--- config.mk ---
export PLATFORM = sky130hd
export DESIGN_NAME = backlight_timeout_fade_sequencer
export DESIGN_NICKNAME = d
export VERILOG_FILES = /design/src/design/backlight_pkg.sv /design/src/design/backlight_timeout_fade_sequencer.sv /design/src/design/pulse_divider.sv
export SDC_FILE = /design/constraint.sdc
export NUM_CORES = 1
export LEC_CHECK = 0
export BUFFER_PORTS_ARGS = -buffer_cell sky130_fd_sc_hd__buf_2
export CAP_MARGIN = 20
export CORE_MARGIN = 2
export CORE_UTILIZATION = 40
export CTS_CLUSTER_SIZE = 30
export DETAILED_ROUTE_END_ITERATION = 12
export HOLD_SLACK_MARGIN = 0.15
export PLACE_DENSITY = 0.56
export SYNTH_ARGS = -nofsm -noshare
export SYNTH_HDL_FRONTEND = slang
export SYNTH_HIERARCHICAL = 1
export SYNTH_SLANG_ARGS = --single-unit
--- constraint.sdc ---
create_clock -name sys_clk_i -period 7.6 [get_ports sys_clk_i]
set_input_delay 0.76 -clock sys_clk_i [delete_from_list [all_inputs] [get_ports sys_clk_i]]
set_output_delay 0.76 -clock sys_clk_i [all_outputs]
set_load 0.01 [all_outputs]
--- src/design/backlight_pkg.sv ---
package backlight_pkg;

	localparam logic [7:0] OFF_TIMEOUT_ADDR = 8'h06;
	localparam logic [7:0] DIM_TIMEOUT_ADDR = 8'h07;
	localparam logic [7:0] FADE_RATES_ADDR = 8'h08;

	localparam logic [6:0] OFF_TIMEOUT_RESET = 7'h00;
	localparam logic [6:0] DIM_TIMEOUT_RESET = 7'h00;
	localparam logic [7:0] FADE_RATES_RESET = 8'h00;

	localparam int DELAY_MSB = 6;
	localparam int FADE_DOWN_LSB = 4;
	localparam int FADE_UP_LSB = 0;

	localparam int CLK_PERIOD_NS = 8;
	localparam int SECOND_NS = 1000000000;
	localparam int SECOND_CYCLES = SECOND_NS / CLK_PERIOD_NS;
	// full-scale fade time unit, 0.1 s, spread over the full code range
	localparam int FADE_UNIT_MS = 100;
	localparam int FADE_STEPS = 127;
	localparam int FADE_UNIT_STEP_CYCLES = FADE_UNIT_MS * 1000000 / CLK_PERIOD_NS / FADE_STEPS;

	typedef struct packed {
		logic wr;
		logic [7:0] addr;
		logic [7:0] wdata;
	} reg_req_t;

	typedef enum logic [2:0] {
		ST_OFF,
		ST_RISE,
		ST_FULL,
		ST_DIM_FALL,
		ST_DIM_HOLD,
		ST_OFF_FALL
	} bl_state_t;

	function automatic logic [5:0] fade_tenths(input logic [3:0] code);
		logic [5:0] t;
		t = 6'h01;
		unique case (code)
			4'h0: t = 6'h01;
			4'h1: t = 6'h03;
			4'h2: t = 6'h06;
			4'h3: t = 6'h09;
			4'h4: t = 6'h0C;
			4'h5: t = 6'h0F;
			4'h6: t = 6'h12;
			4'h7: t = 6'h15;
			4'h8: t = 6'h18;
			4'h9: t = 6'h1B;
			4'hA: t = 6'h1E;
			4'hB: t = 6'h23;
			4'hC: t = 6'h28;
			4'hD: t = 6'h2D;
			4'hE: t = 6'h32;
			4'hF: t = 6'h37;
		endcase
		return t;
	endfunction

endpackage

--- src/design/backlight_timeout_fade_sequencer.sv ---
`timescale 1ns/1ps
`default_nettype none
module backlight_timeout_fade_sequencer #(
	parameter int SECOND_CYCLES = backlight_pkg::SECOND_CYCLES,
	parameter int FADE_UNIT_STEP_CYCLES = backlight_pkg::FADE_UNIT_STEP_CYCLES
) (
	input wire logic sys_clk_i,
	input wire logic reset_n_i,
	input wire backlight_pkg::reg_req_t reg_req_i,
	input wire logic backlight_on_i,
	input wire logic [6:0] max_level_i,
	input wire logic [6:0] dim_level_i,
	output logic [7:0] reg_rdata_o,
	output logic [6:0] level_o,
	output logic lit_o,
	output logic dimmed_o
);

	logic [6:0] off_delay_seconds_ff;
	logic [6:0] dim_delay_seconds_ff;
	logic [3:0] fade_down_rate_ff;
	logic [3:0] fade_up_rate_ff;
	logic on_meta_ff;
	logic on_sync_ff;
	logic on_prev_ff;
	backlight_pkg::bl_state_t state_ff;
	backlight_pkg::bl_state_t nxt_state;
	logic [6:0] sec_count_ff;
	logic [6:0] target;
	logic [3:0] rate_code;
	logic [31:0] step_period;
	logic state_change;
	logic sec_tick;
	logic step_tick;
	logic switch_on;
	logic sec_counting;

	// register writes
	always_ff @(posedge sys_clk_i or negedge reset_n_i) begin
		if (!reset_n_i) begin
			off_delay_seconds_ff <= backlight_pkg::OFF_TIMEOUT_RESET;
			dim_delay_seconds_ff <= backlight_pkg::DIM_TIMEOUT_RESET;
			fade_down_rate_ff <= backlight_pkg::FADE_RATES_RESET[7:4];
			fade_up_rate_ff <= backlight_pkg::FADE_RATES_RESET[3:0];
		end else if (reg_req_i.wr) begin
			unique case (reg_req_i.addr)
				backlight_pkg::OFF_TIMEOUT_ADDR: begin
					off_delay_seconds_ff <= reg_req_i.wdata[backlight_pkg::DELAY_MSB:0];
				end
				backlight_pkg::DIM_TIMEOUT_ADDR: begin
					dim_delay_seconds_ff <= reg_req_i.wdata[backlight_pkg::DELAY_MSB:0];
				end
				backlight_pkg::FADE_RATES_ADDR: begin
					fade_down_rate_ff <= reg_req_i.wdata[backlight_pkg::FADE_DOWN_LSB +: 4];
					fade_up_rate_ff <= reg_req_i.wdata[backlight_pkg::FADE_UP_LSB +: 4];
				end
				default: begin
				end
			endcase
		end
	end

	// register reads, one cycle latency
	always_ff @(posedge sys_clk_i or negedge reset_n_i) begin
		if (!reset_n_i) begin
			reg_rdata_o <= 8'h00;
		end else begin
			unique case (reg_req_i.addr)
				backlight_pkg::OFF_TIMEOUT_ADDR: reg_rdata_o <= {1'b0, off_delay_seconds_ff};
				backlight_pkg::DIM_TIMEOUT_ADDR: reg_rdata_o <= {1'b0, dim_delay_seconds_ff};
				backlight_pkg::FADE_RATES_ADDR: reg_rdata_o <= {fade_down_rate_ff, fade_up_rate_ff};
				default: reg_rdata_o <= 8'h00;
			endcase
		end
	end

	// enable pin synchroniser
	always_ff @(posedge sys_clk_i or negedge reset_n_i) begin
		if (!reset_n_i) begin
			on_meta_ff <= 1'b0;
			on_sync_ff <= 1'b0;
			on_prev_ff <= 1'b0;
		end else begin
			on_meta_ff <= backlight_on_i;
			on_sync_ff <= on_meta_ff;
			on_prev_ff <= on_sync_ff;
		end
	end

	assign switch_on = on_sync_ff && !on_prev_ff;

	// sequencing
	always_comb begin
		nxt_state = state_ff;
		if (switch_on) begin
			nxt_state = backlight_pkg::ST_RISE;
		end else if (!on_sync_ff && state_ff != backlight_pkg::ST_OFF) begin
			// a step landing now still fades out
			if (level_o == 7'h00 && !step_tick) begin
				nxt_state = backlight_pkg::ST_OFF;
			end else begin
				nxt_state = backlight_pkg::ST_OFF_FALL;
			end
		end else begin
			unique case (state_ff)
				backlight_pkg::ST_OFF: begin
				end
				backlight_pkg::ST_RISE: begin
					if (level_o == max_level_i) begin
						nxt_state = backlight_pkg::ST_FULL;
					end
				end
				backlight_pkg::ST_FULL: begin
					if (dim_delay_seconds_ff != 7'h00) begin
						if (sec_count_ff == dim_delay_seconds_ff) begin
							nxt_state = backlight_pkg::ST_DIM_FALL;
						end
					end else if (off_delay_seconds_ff != 7'h00
						&& sec_count_ff == off_delay_seconds_ff) begin
						nxt_state = backlight_pkg::ST_OFF_FALL;
					end
				end
				backlight_pkg::ST_DIM_FALL: begin
					if (level_o == dim_level_i) begin
						nxt_state = backlight_pkg::ST_DIM_HOLD;
					end
				end
				backlight_pkg::ST_DIM_HOLD: begin
					if (off_delay_seconds_ff != 7'h00
						&& sec_count_ff == off_delay_seconds_ff) begin
						nxt_state = backlight_pkg::ST_OFF_FALL;
					end
				end
				backlight_pkg::ST_OFF_FALL: begin
					if (level_o == 7'h00) begin
						nxt_state = backlight_pkg::ST_OFF;
					end
				end
			endcase
		end
	end

	assign state_change = (nxt_state != state_ff) || switch_on;

	always_ff @(posedge sys_clk_i or negedge reset_n_i) begin
		if (!reset_n_i) begin
			state_ff <= backlight_pkg::ST_OFF;
		end else begin
			state_ff <= nxt_state;
		end
	end

	assign sec_counting = (state_ff == backlight_pkg::ST_FULL)
		|| (state_ff == backlight_pkg::ST_DIM_HOLD);

	pulse_divider sec_divider (
		.sys_clk_i(sys_clk_i),
		.reset_n_i(reset_n_i),
		.clear_i(state_change || !sec_counting),
		.period_i(SECOND_CYCLES),
		.tick_o(sec_tick)
	);

	always_ff @(posedge sys_clk_i or negedge reset_n_i) begin
		if (!reset_n_i) begin
			sec_count_ff <= 7'h00;
		end else if (state_change) begin
			sec_count_ff <= 7'h00;
		end else if (sec_tick && sec_count_ff != 7'h7F) begin
			sec_count_ff <= sec_count_ff + 7'h01;
		end
	end

	// ramp target and rate
	always_comb begin
		unique case (state_ff)
			backlight_pkg::ST_RISE, backlight_pkg::ST_FULL: target = max_level_i;
			backlight_pkg::ST_DIM_FALL, backlight_pkg::ST_DIM_HOLD: target = dim_level_i;
			default: target = 7'h00;
		endcase
	end

	assign rate_code = (target > level_o) ? fade_up_rate_ff : fade_down_rate_ff;

	assign step_period = 32'(backlight_pkg::fade_tenths(rate_code)) * 32'(FADE_UNIT_STEP_CYCLES);

	pulse_divider step_divider (
		.sys_clk_i(sys_clk_i),
		.reset_n_i(reset_n_i),
		.clear_i(target == level_o),
		.period_i(step_period),
		.tick_o(step_tick)
	);

	always_ff @(posedge sys_clk_i or negedge reset_n_i) begin
		if (!reset_n_i) begin
			level_o <= 7'h00;
		end else if (step_tick && target > level_o) begin
			level_o <= level_o + 7'h01;
		end else if (step_tick && target < level_o) begin
			level_o <= level_o - 7'h01;
		end
	end

	// status outputs
	always_ff @(posedge sys_clk_i or negedge reset_n_i) begin
		if (!reset_n_i) begin
			lit_o <= 1'b0;
			dimmed_o <= 1'b0;
		end else begin
			lit_o <= (nxt_state != backlight_pkg::ST_OFF);
			dimmed_o <= (nxt_state == backlight_pkg::ST_DIM_HOLD);
		end
	end

endmodule
`default_nettype wire

--- src/design/pulse_divider.sv ---
`timescale 1ns/1ps
`default_nettype none
module pulse_divider (
	input wire logic sys_clk_i,
	input wire logic reset_n_i,
	input wire logic clear_i,
	input wire logic [31:0] period_i,
	output logic tick_o
);

	logic [31:0] count_ff;

	// restarts the period on clear, pulses once per period
	always_ff @(posedge sys_clk_i or negedge reset_n_i) begin
		if (!reset_n_i) begin
			count_ff <= 32'h00000000;
			tick_o <= 1'b0;
		end else if (clear_i) begin
			count_ff <= 32'h00000000;
			tick_o <= 1'b0;
		end else if (count_ff + 32'h00000001 >= period_i) begin
			count_ff <= 32'h00000000;
			tick_o <= 1'b1;
		end else begin
			count_ff <= count_ff + 32'h00000001;
			tick_o <= 1'b0;
		end
	end

endmodule
`default_nettype wire

* After elaboration in Yosys (flattened, before gate mapping)
Memory sizes are Yosys's and may differ from the RTL's. Index checks and enable logic that the tools add are counted.
Word-level totals: memories 1, output and inout port bits 17, bits in registers 118, ROM bits 96, logic and storage cells 95, input port bits 34
Memory list:
- (no name shown) | words 16, width 6, read ports 1, clocked after Yosys merged registers in 0, wr ports 0, RTL line backlight_pkg.sv:41 | unique case (code)
Operators by class: add/subtract/negate cells 5, $lt $le $gt $ge 4, multiplexer cells 25, reductions and logical operators 26, multiply operators 1, equal/unequal tests 16
Operator list (number):
- $mux 32 | 4
- $add 32x1->32 const B | 2
- $eq 7x7->1 | 5
- $ge 32x23->1 | 1
- $ge 32x27->1 const B | 1
- $mux 7 | 4
- $mux 3 | 9
- $pmux 8 s3 | 1
- $mul 6x17->23 const B | 1
- $eq 8x3->1 const B | 2
- $pmux 3 s5 | 1
- $add 7x1->7 const B | 2
- $pmux 7 s2 | 1
- $reduce_bool 7->1 | 2
- $eq 3x3->1 const B | 3
- $eq 8x4->1 const B | 1
- $gt 7x7->1 | 1
- $logic_and 1x1->1 | 7
- $logic_not 7->1 | 1
- $lt 7x7->1 | 1
- $ne 7x7->1 const B | 1
- $sub 7x1->7 const B | 1
- $eq 3x2->1 const B | 2
- $reduce_and 2->1 | 3
- other kinds (9) | 20

* Longest topological paths before layout
depth in word-level cells 11, gate-level depth with buffers 37, gate-level depth less buffers 35

* Cells and area by module
Netlist, hierarchy kept.
By module, submodules not included:
- pulse_divider | sequential area each 825.8 um2, cells an instance 266, instances 2, area an instance 2494.9 um2
- backlight_timeout_fade_sequencer | sequential area each 1301.2 um2, cells an instance 461, instances 1, area an instance 4480.5 um2

* Least setup slack after synthesis
Ideal clock, no wire load.
path kind register -> register, start point register state_ff[1], end point register step_divider.count_ff[10], data required time 7.468 ns, slack 0.025 ns, setup time 0.132 ns, buffers on the path 2, data arrival time 7.442 ns, cell stages (with the launch flop) 34, period minus slack after synthesis 7.575 ns, path through dfrtp_1 > clkbuf_1 > mux2i_1 > o21ai_0 > a32o_1 > ha_1 > or4_1 > o21ai_2 > nor2_1 > mux2i_1 > ha_1 > or3_1 > o31ai_1 > fa_1 > ha_1 > inv_1 > fa_1 > inv_1 > ha_1 > fa_1 > a21o_1 > a21oi_1 > o21bai_1 > a21oi_1 > xnor2_1 > inv_1 > ha_1 > nand2_1 > o21a_1 > o21bai_1 > a21oi_1 > o21ai_1 > clkbuf_1 > nor2b_1
On the way: word-level cells in the longest chain between the ends 10, elaborated cells between the ends (all ways) 15, classes of those cells 1 x mul; 2 x order compare; 5 x eq/ne; 4 x mux; 2 x reduce/logical; 1 x memory
Ends and longest elaborated chain:
- from (decl) | RTL line backlight_timeout_fade_sequencer.sv:26 | backlight_pkg::bl_state_t state_ff;
- from (signal assigned) | RTL line backlight_timeout_fade_sequencer.sv:147 | state_ff <= backlight_pkg::ST_OFF;
- from (signal assigned) | RTL line backlight_timeout_fade_sequencer.sv:149 | state_ff <= nxt_state;
- $eq 3x3->1, or another cell as far along | RTL line backlight_timeout_fade_sequencer.sv:176 | unique case (state_ff)
- $reduce_or 2->1 | RTL line backlight_timeout_fade_sequencer.sv:176
- $pmux 7 s2 (*) | RTL line backlight_timeout_fade_sequencer.sv:176
- $gt 7x7->1 (*) | RTL line backlight_timeout_fade_sequencer.sv:183 | assign rate_code = (target > level_o) ? fade_up_rate_ff : fade_down_rate_ff;
- $mux 4 (*) | RTL line backlight_timeout_fade_sequencer.sv:183
- $mem_v2 16x6 (*)
- $mul 6x17->23 (*) | RTL line backlight_timeout_fade_sequencer.sv:185 | assign step_period = 32'(backlight_pkg::fade_tenths(rate_code)) * 32'(FADE_UNIT_STEP_CYCLES);
- net step_period[1] | RTL line backlight_timeout_fade_sequencer.sv:31 | logic [31:0] step_period;
- $ge 32x23->1 (*) | RTL line pulse_divider.sv:21 | end else if (count_ff + 32'h00000001 >= period_i) begin
- $mux 32 (*) | RTL line pulse_divider.sv:21
- $mux 32 (*) | RTL line pulse_divider.sv:18 | end else if (clear_i) begin
- to (signal assigned) | RTL line pulse_divider.sv:25 | count_ff <= count_ff + 32'h00000001;
- to (decl) | RTL line pulse_divider.sv:11 | logic [31:0] count_ff;
The timed path passes the listed nets; every way through them passes the cells marked *. A chain may end at the register's enable or synchronous reset.

* Final worst setup path
start point register state_ff[1], end point register step_divider.count_ff[31]
The elaborated chain is that of the path after synthesis.

==> results.cfg <==
[outcome]
outcome = completed

[cts]
clock-sinks = 118
cts_tree = built
cts_root_buffer = clkbuf_16
holdBufCountCts = 0
clk_pin_slew_worst_paths_ns = 0.06
clock_latency_ns = 0.42
clk_path_buf_depth = 2
cts_buffers = 17
cts_max_level = 4

[drt]
ant_nets = 0
drc = 0
wl_um = 20780
vias = 7272
viasPerCell = 5.001
drtPass1Iterations = 4
drt-initial-drc-count = 391
wl_per_cell_um = 14.29

[hold_path]
min_from = on_meta_ff$_DFF_PN0_
hold_class = flip-flop to flip-flop

[timing]
maxSlewViolCount = 0
max_freq_ghz = 0.1397
period_minus_slack_ns = 7.158
fin_crit_sh = 0.9418
hold_violations = 0
worst_slack_ns = 0.4423
relSlewSlack = 0.3768
setup_viol = 0
worst_slew_pin_slew_ns = 0.9313
fin_skew_ns = 0.008539

[synth]
synth-main-ff-cell = dfrtp_1
synth_top_area_cell = dfrtp_1
ys_top_cells_by_area = dfrtp_1, ha_1, xnor2_1
ys_warn_count = 6
yosysMostFrequentCell = dfrtp_1
synth_edf_count = 0
synth_area_mm2 = 0.009470
async_reset_ff_frac = 1.000
ys_seq_area_frac = 0.3118
synth_top_cell_area_share = 0.3118
avgSynthCellArea_um2 = 9.537
synth_cell_types = 75
postSynthCellCount = 993
synth_seq_cells = 118
synthTopCellsByCount = dfrtp_1, ha_1, inv_1, nand2_1, xnor2_1

[job]
drv_cap = 0

[pwr]
p_clk_frac = 0.414
power_frac_seq = 0.315
power_frac_comb = 0.271
p_int_uw = 1546
powerDensity_mw_per_mm2 = 199.5
power.leakage_uw = 0.005696
power_switching_uw = 698.4
max-vdd-ir-drop_mv = 0.1240
power.total_uw = 2245
netSwitchingFraction = 0.3111

[global_routing]
overflow = 0
grt_max_degree = 65
track_usage = 0.1751
grt_pass1_wl_um = 34720
grt_pass1_vias = 7171
antenna_found_initial = 0

[setup_path]
cp.required_ns = 7.91
worstSetupStartpointType = flip-flop
cp_max_fo = 9
worstSetupPathType = flip-flop to flip-flop
end_kind = flip-flop
arrival_ns = 7.46
cp_top_family = adder cells
reg2reg_from = state_ff[1]$_DFF_PN0_
critPathMostFrequentCell = ha_1
cp-startpoint = state_ff[1]$_DFF_PN0_
crit_slowest_cell = or4_4
critPathBufInv = 6
critPathMaxStageDelay_ns = 0.56

[placement]
gp_congestion = 0.8576
hpwl_um = 15630
placed_area_mm2 = 0.01048
dp_slack_ns = -0.04477
post-place-cells = 1418
portBuffers = 50

[die]
ios = 51
design.core.area_mm2 = 0.02333
rows = 56
chipHeight_um = 157.9
dieArea_mm2 = 0.02492
die_width_um = 157.9
start_util = 0.4059

[layout]
stdcell_count = 1454
utilization = 0.4823
layout.nets = 1283
final_area_mm2 = 0.01125
num_antenna_cells = 0
drive_gt1_frac = 0.1753
syn_to_final_growth_pct = 18.81
[layout by cell type (no fill, tap or decap), drive strengths merged, types with 12 or more instances in the layout]
| cell | Yosys | routed |
|---|---|---|
| mux2 | 23 | 23 |
| and4 | 13 | 13 |
| nor4 | 16 | 16 |
| o21ai | 34 | 34 |
| dfrtp | 118 | 118 |
| nand3 | 31 | 31 |
| nand2 | 69 | 69 |
| nor2b | 64 | 64 |
| inv | 114 | 117 |
| clkbuf | 16 | 17 |
| xnor2 | 76 | 76 |
| ha | 115 | 115 |
| xor2 | 33 | 33 |
| mux2i | 12 | 12 |
| nor2 | 34 | 34 |
| a21oi | 47 | 47 |
| buf | 2 | 89 |
| a21o | 14 | 14 |
| nand4 | 33 | 33 |
| conb | 2 | 42 |
[metal layers]
| layer | track usage | vias up | wire length [µm] |
|---|---|---|---|
| met1 | 0.2252 | 3449 | 9905 |
| met5 | 0 | - | 0 |
| met3 | 0.02902 | 22 | 651 |
| met2 | 0.3002 | 98 | 9896 |
| met4 | 0.05498 | 0 | 323 |
| li1 | - | 3703 | - |
[cell type report]
class,instances,area [µm²]
Fill cell,2219,12080
Clock buffer,17,425.4
Inverter,114,427.9
Timing Repair Buffer,89,555.5
Multi-Input combinational cell,783,6238
Sequential cell,118,2957
Tap cell,319,399.1
Clock inverter,14,249.0
[path summary, 6_finish.rpt]
check                                                 endpoint  slack [ns]  depth (start not counted)
max                        step_divider/count_ff[31]$_DFF_PN0_        0.44                         34
min                                       on_sync_ff$_DFF_PN0_        0.35                          0
max reg2reg                step_divider/count_ff[31]$_DFF_PN0_        0.44                         34
min reg2reg                               on_sync_ff$_DFF_PN0_        0.35                          0
max in group asynchronous  dim_delay_seconds_ff[5]$_DFFE_PN0P_        5.89                          2
min in group asynchronous  step_divider/count_ff[25]$_DFF_PN0_        0.46                          1
[flip-flops by register name (all words and copies together), names as in the netlist]
signal                 flops
dim_delay_seconds_ff       7
dimmed_o                   1
fade_down_rate_ff          4
fade_up_rate_ff            4
level_o                    7
lit_o                      1
off_delay_seconds_ff       7
on_meta_ff                 1
on_prev_ff                 1
on_sync_ff                 1
reg_rdata_o                8
sec_count_ff               7
sec_divider/count_ff      32
sec_divider/tick_o         1
state_ff                   3
step_divider/count_ff     32
step_divider/tick_o        1
[stage by stage]
stage,hold slack [ns],setup TNS (ns)
floorplan,0.3312,0
global placement,0.3329,0
detailed placement,0.3347,-1.004
CTS,0.3491,0
global route,0.3752,-0.1419
finish,0.3486,0
[logic make-up (layout without fill, tap and decap cells)]
logic type                 count (synthesis)  count (layout)  synth area share
AOI/OAI and AO/OA                        164             164            0.1147
muxes                                     35              35           0.04003
other                                      2              42         0.0007930
and+or+nand+nor                          307             307            0.1976
buffers and inverters                    132             234           0.05271
adders and majority gates                126             126            0.1752
DFF                                      118             118            0.3118
xor gates and xnor gates                 109             109            0.1071
[power groups by stage]
stage,registers (µW),clock network (µW),logic (µW)
after CTS,705,953,592
final,706,930,609
after global placement,716,0,578
after floorplan,703,0,416
after global routing,712,976,704
after detailed placement,716,0,581
[repair_timing]
item                       in CTS  in global routing
buffers inserted                0                  5
setup endpoints to repair       0                 33
gates resized for setup         0                 19
Note: power is estimated with default switching activity, not from simulation.
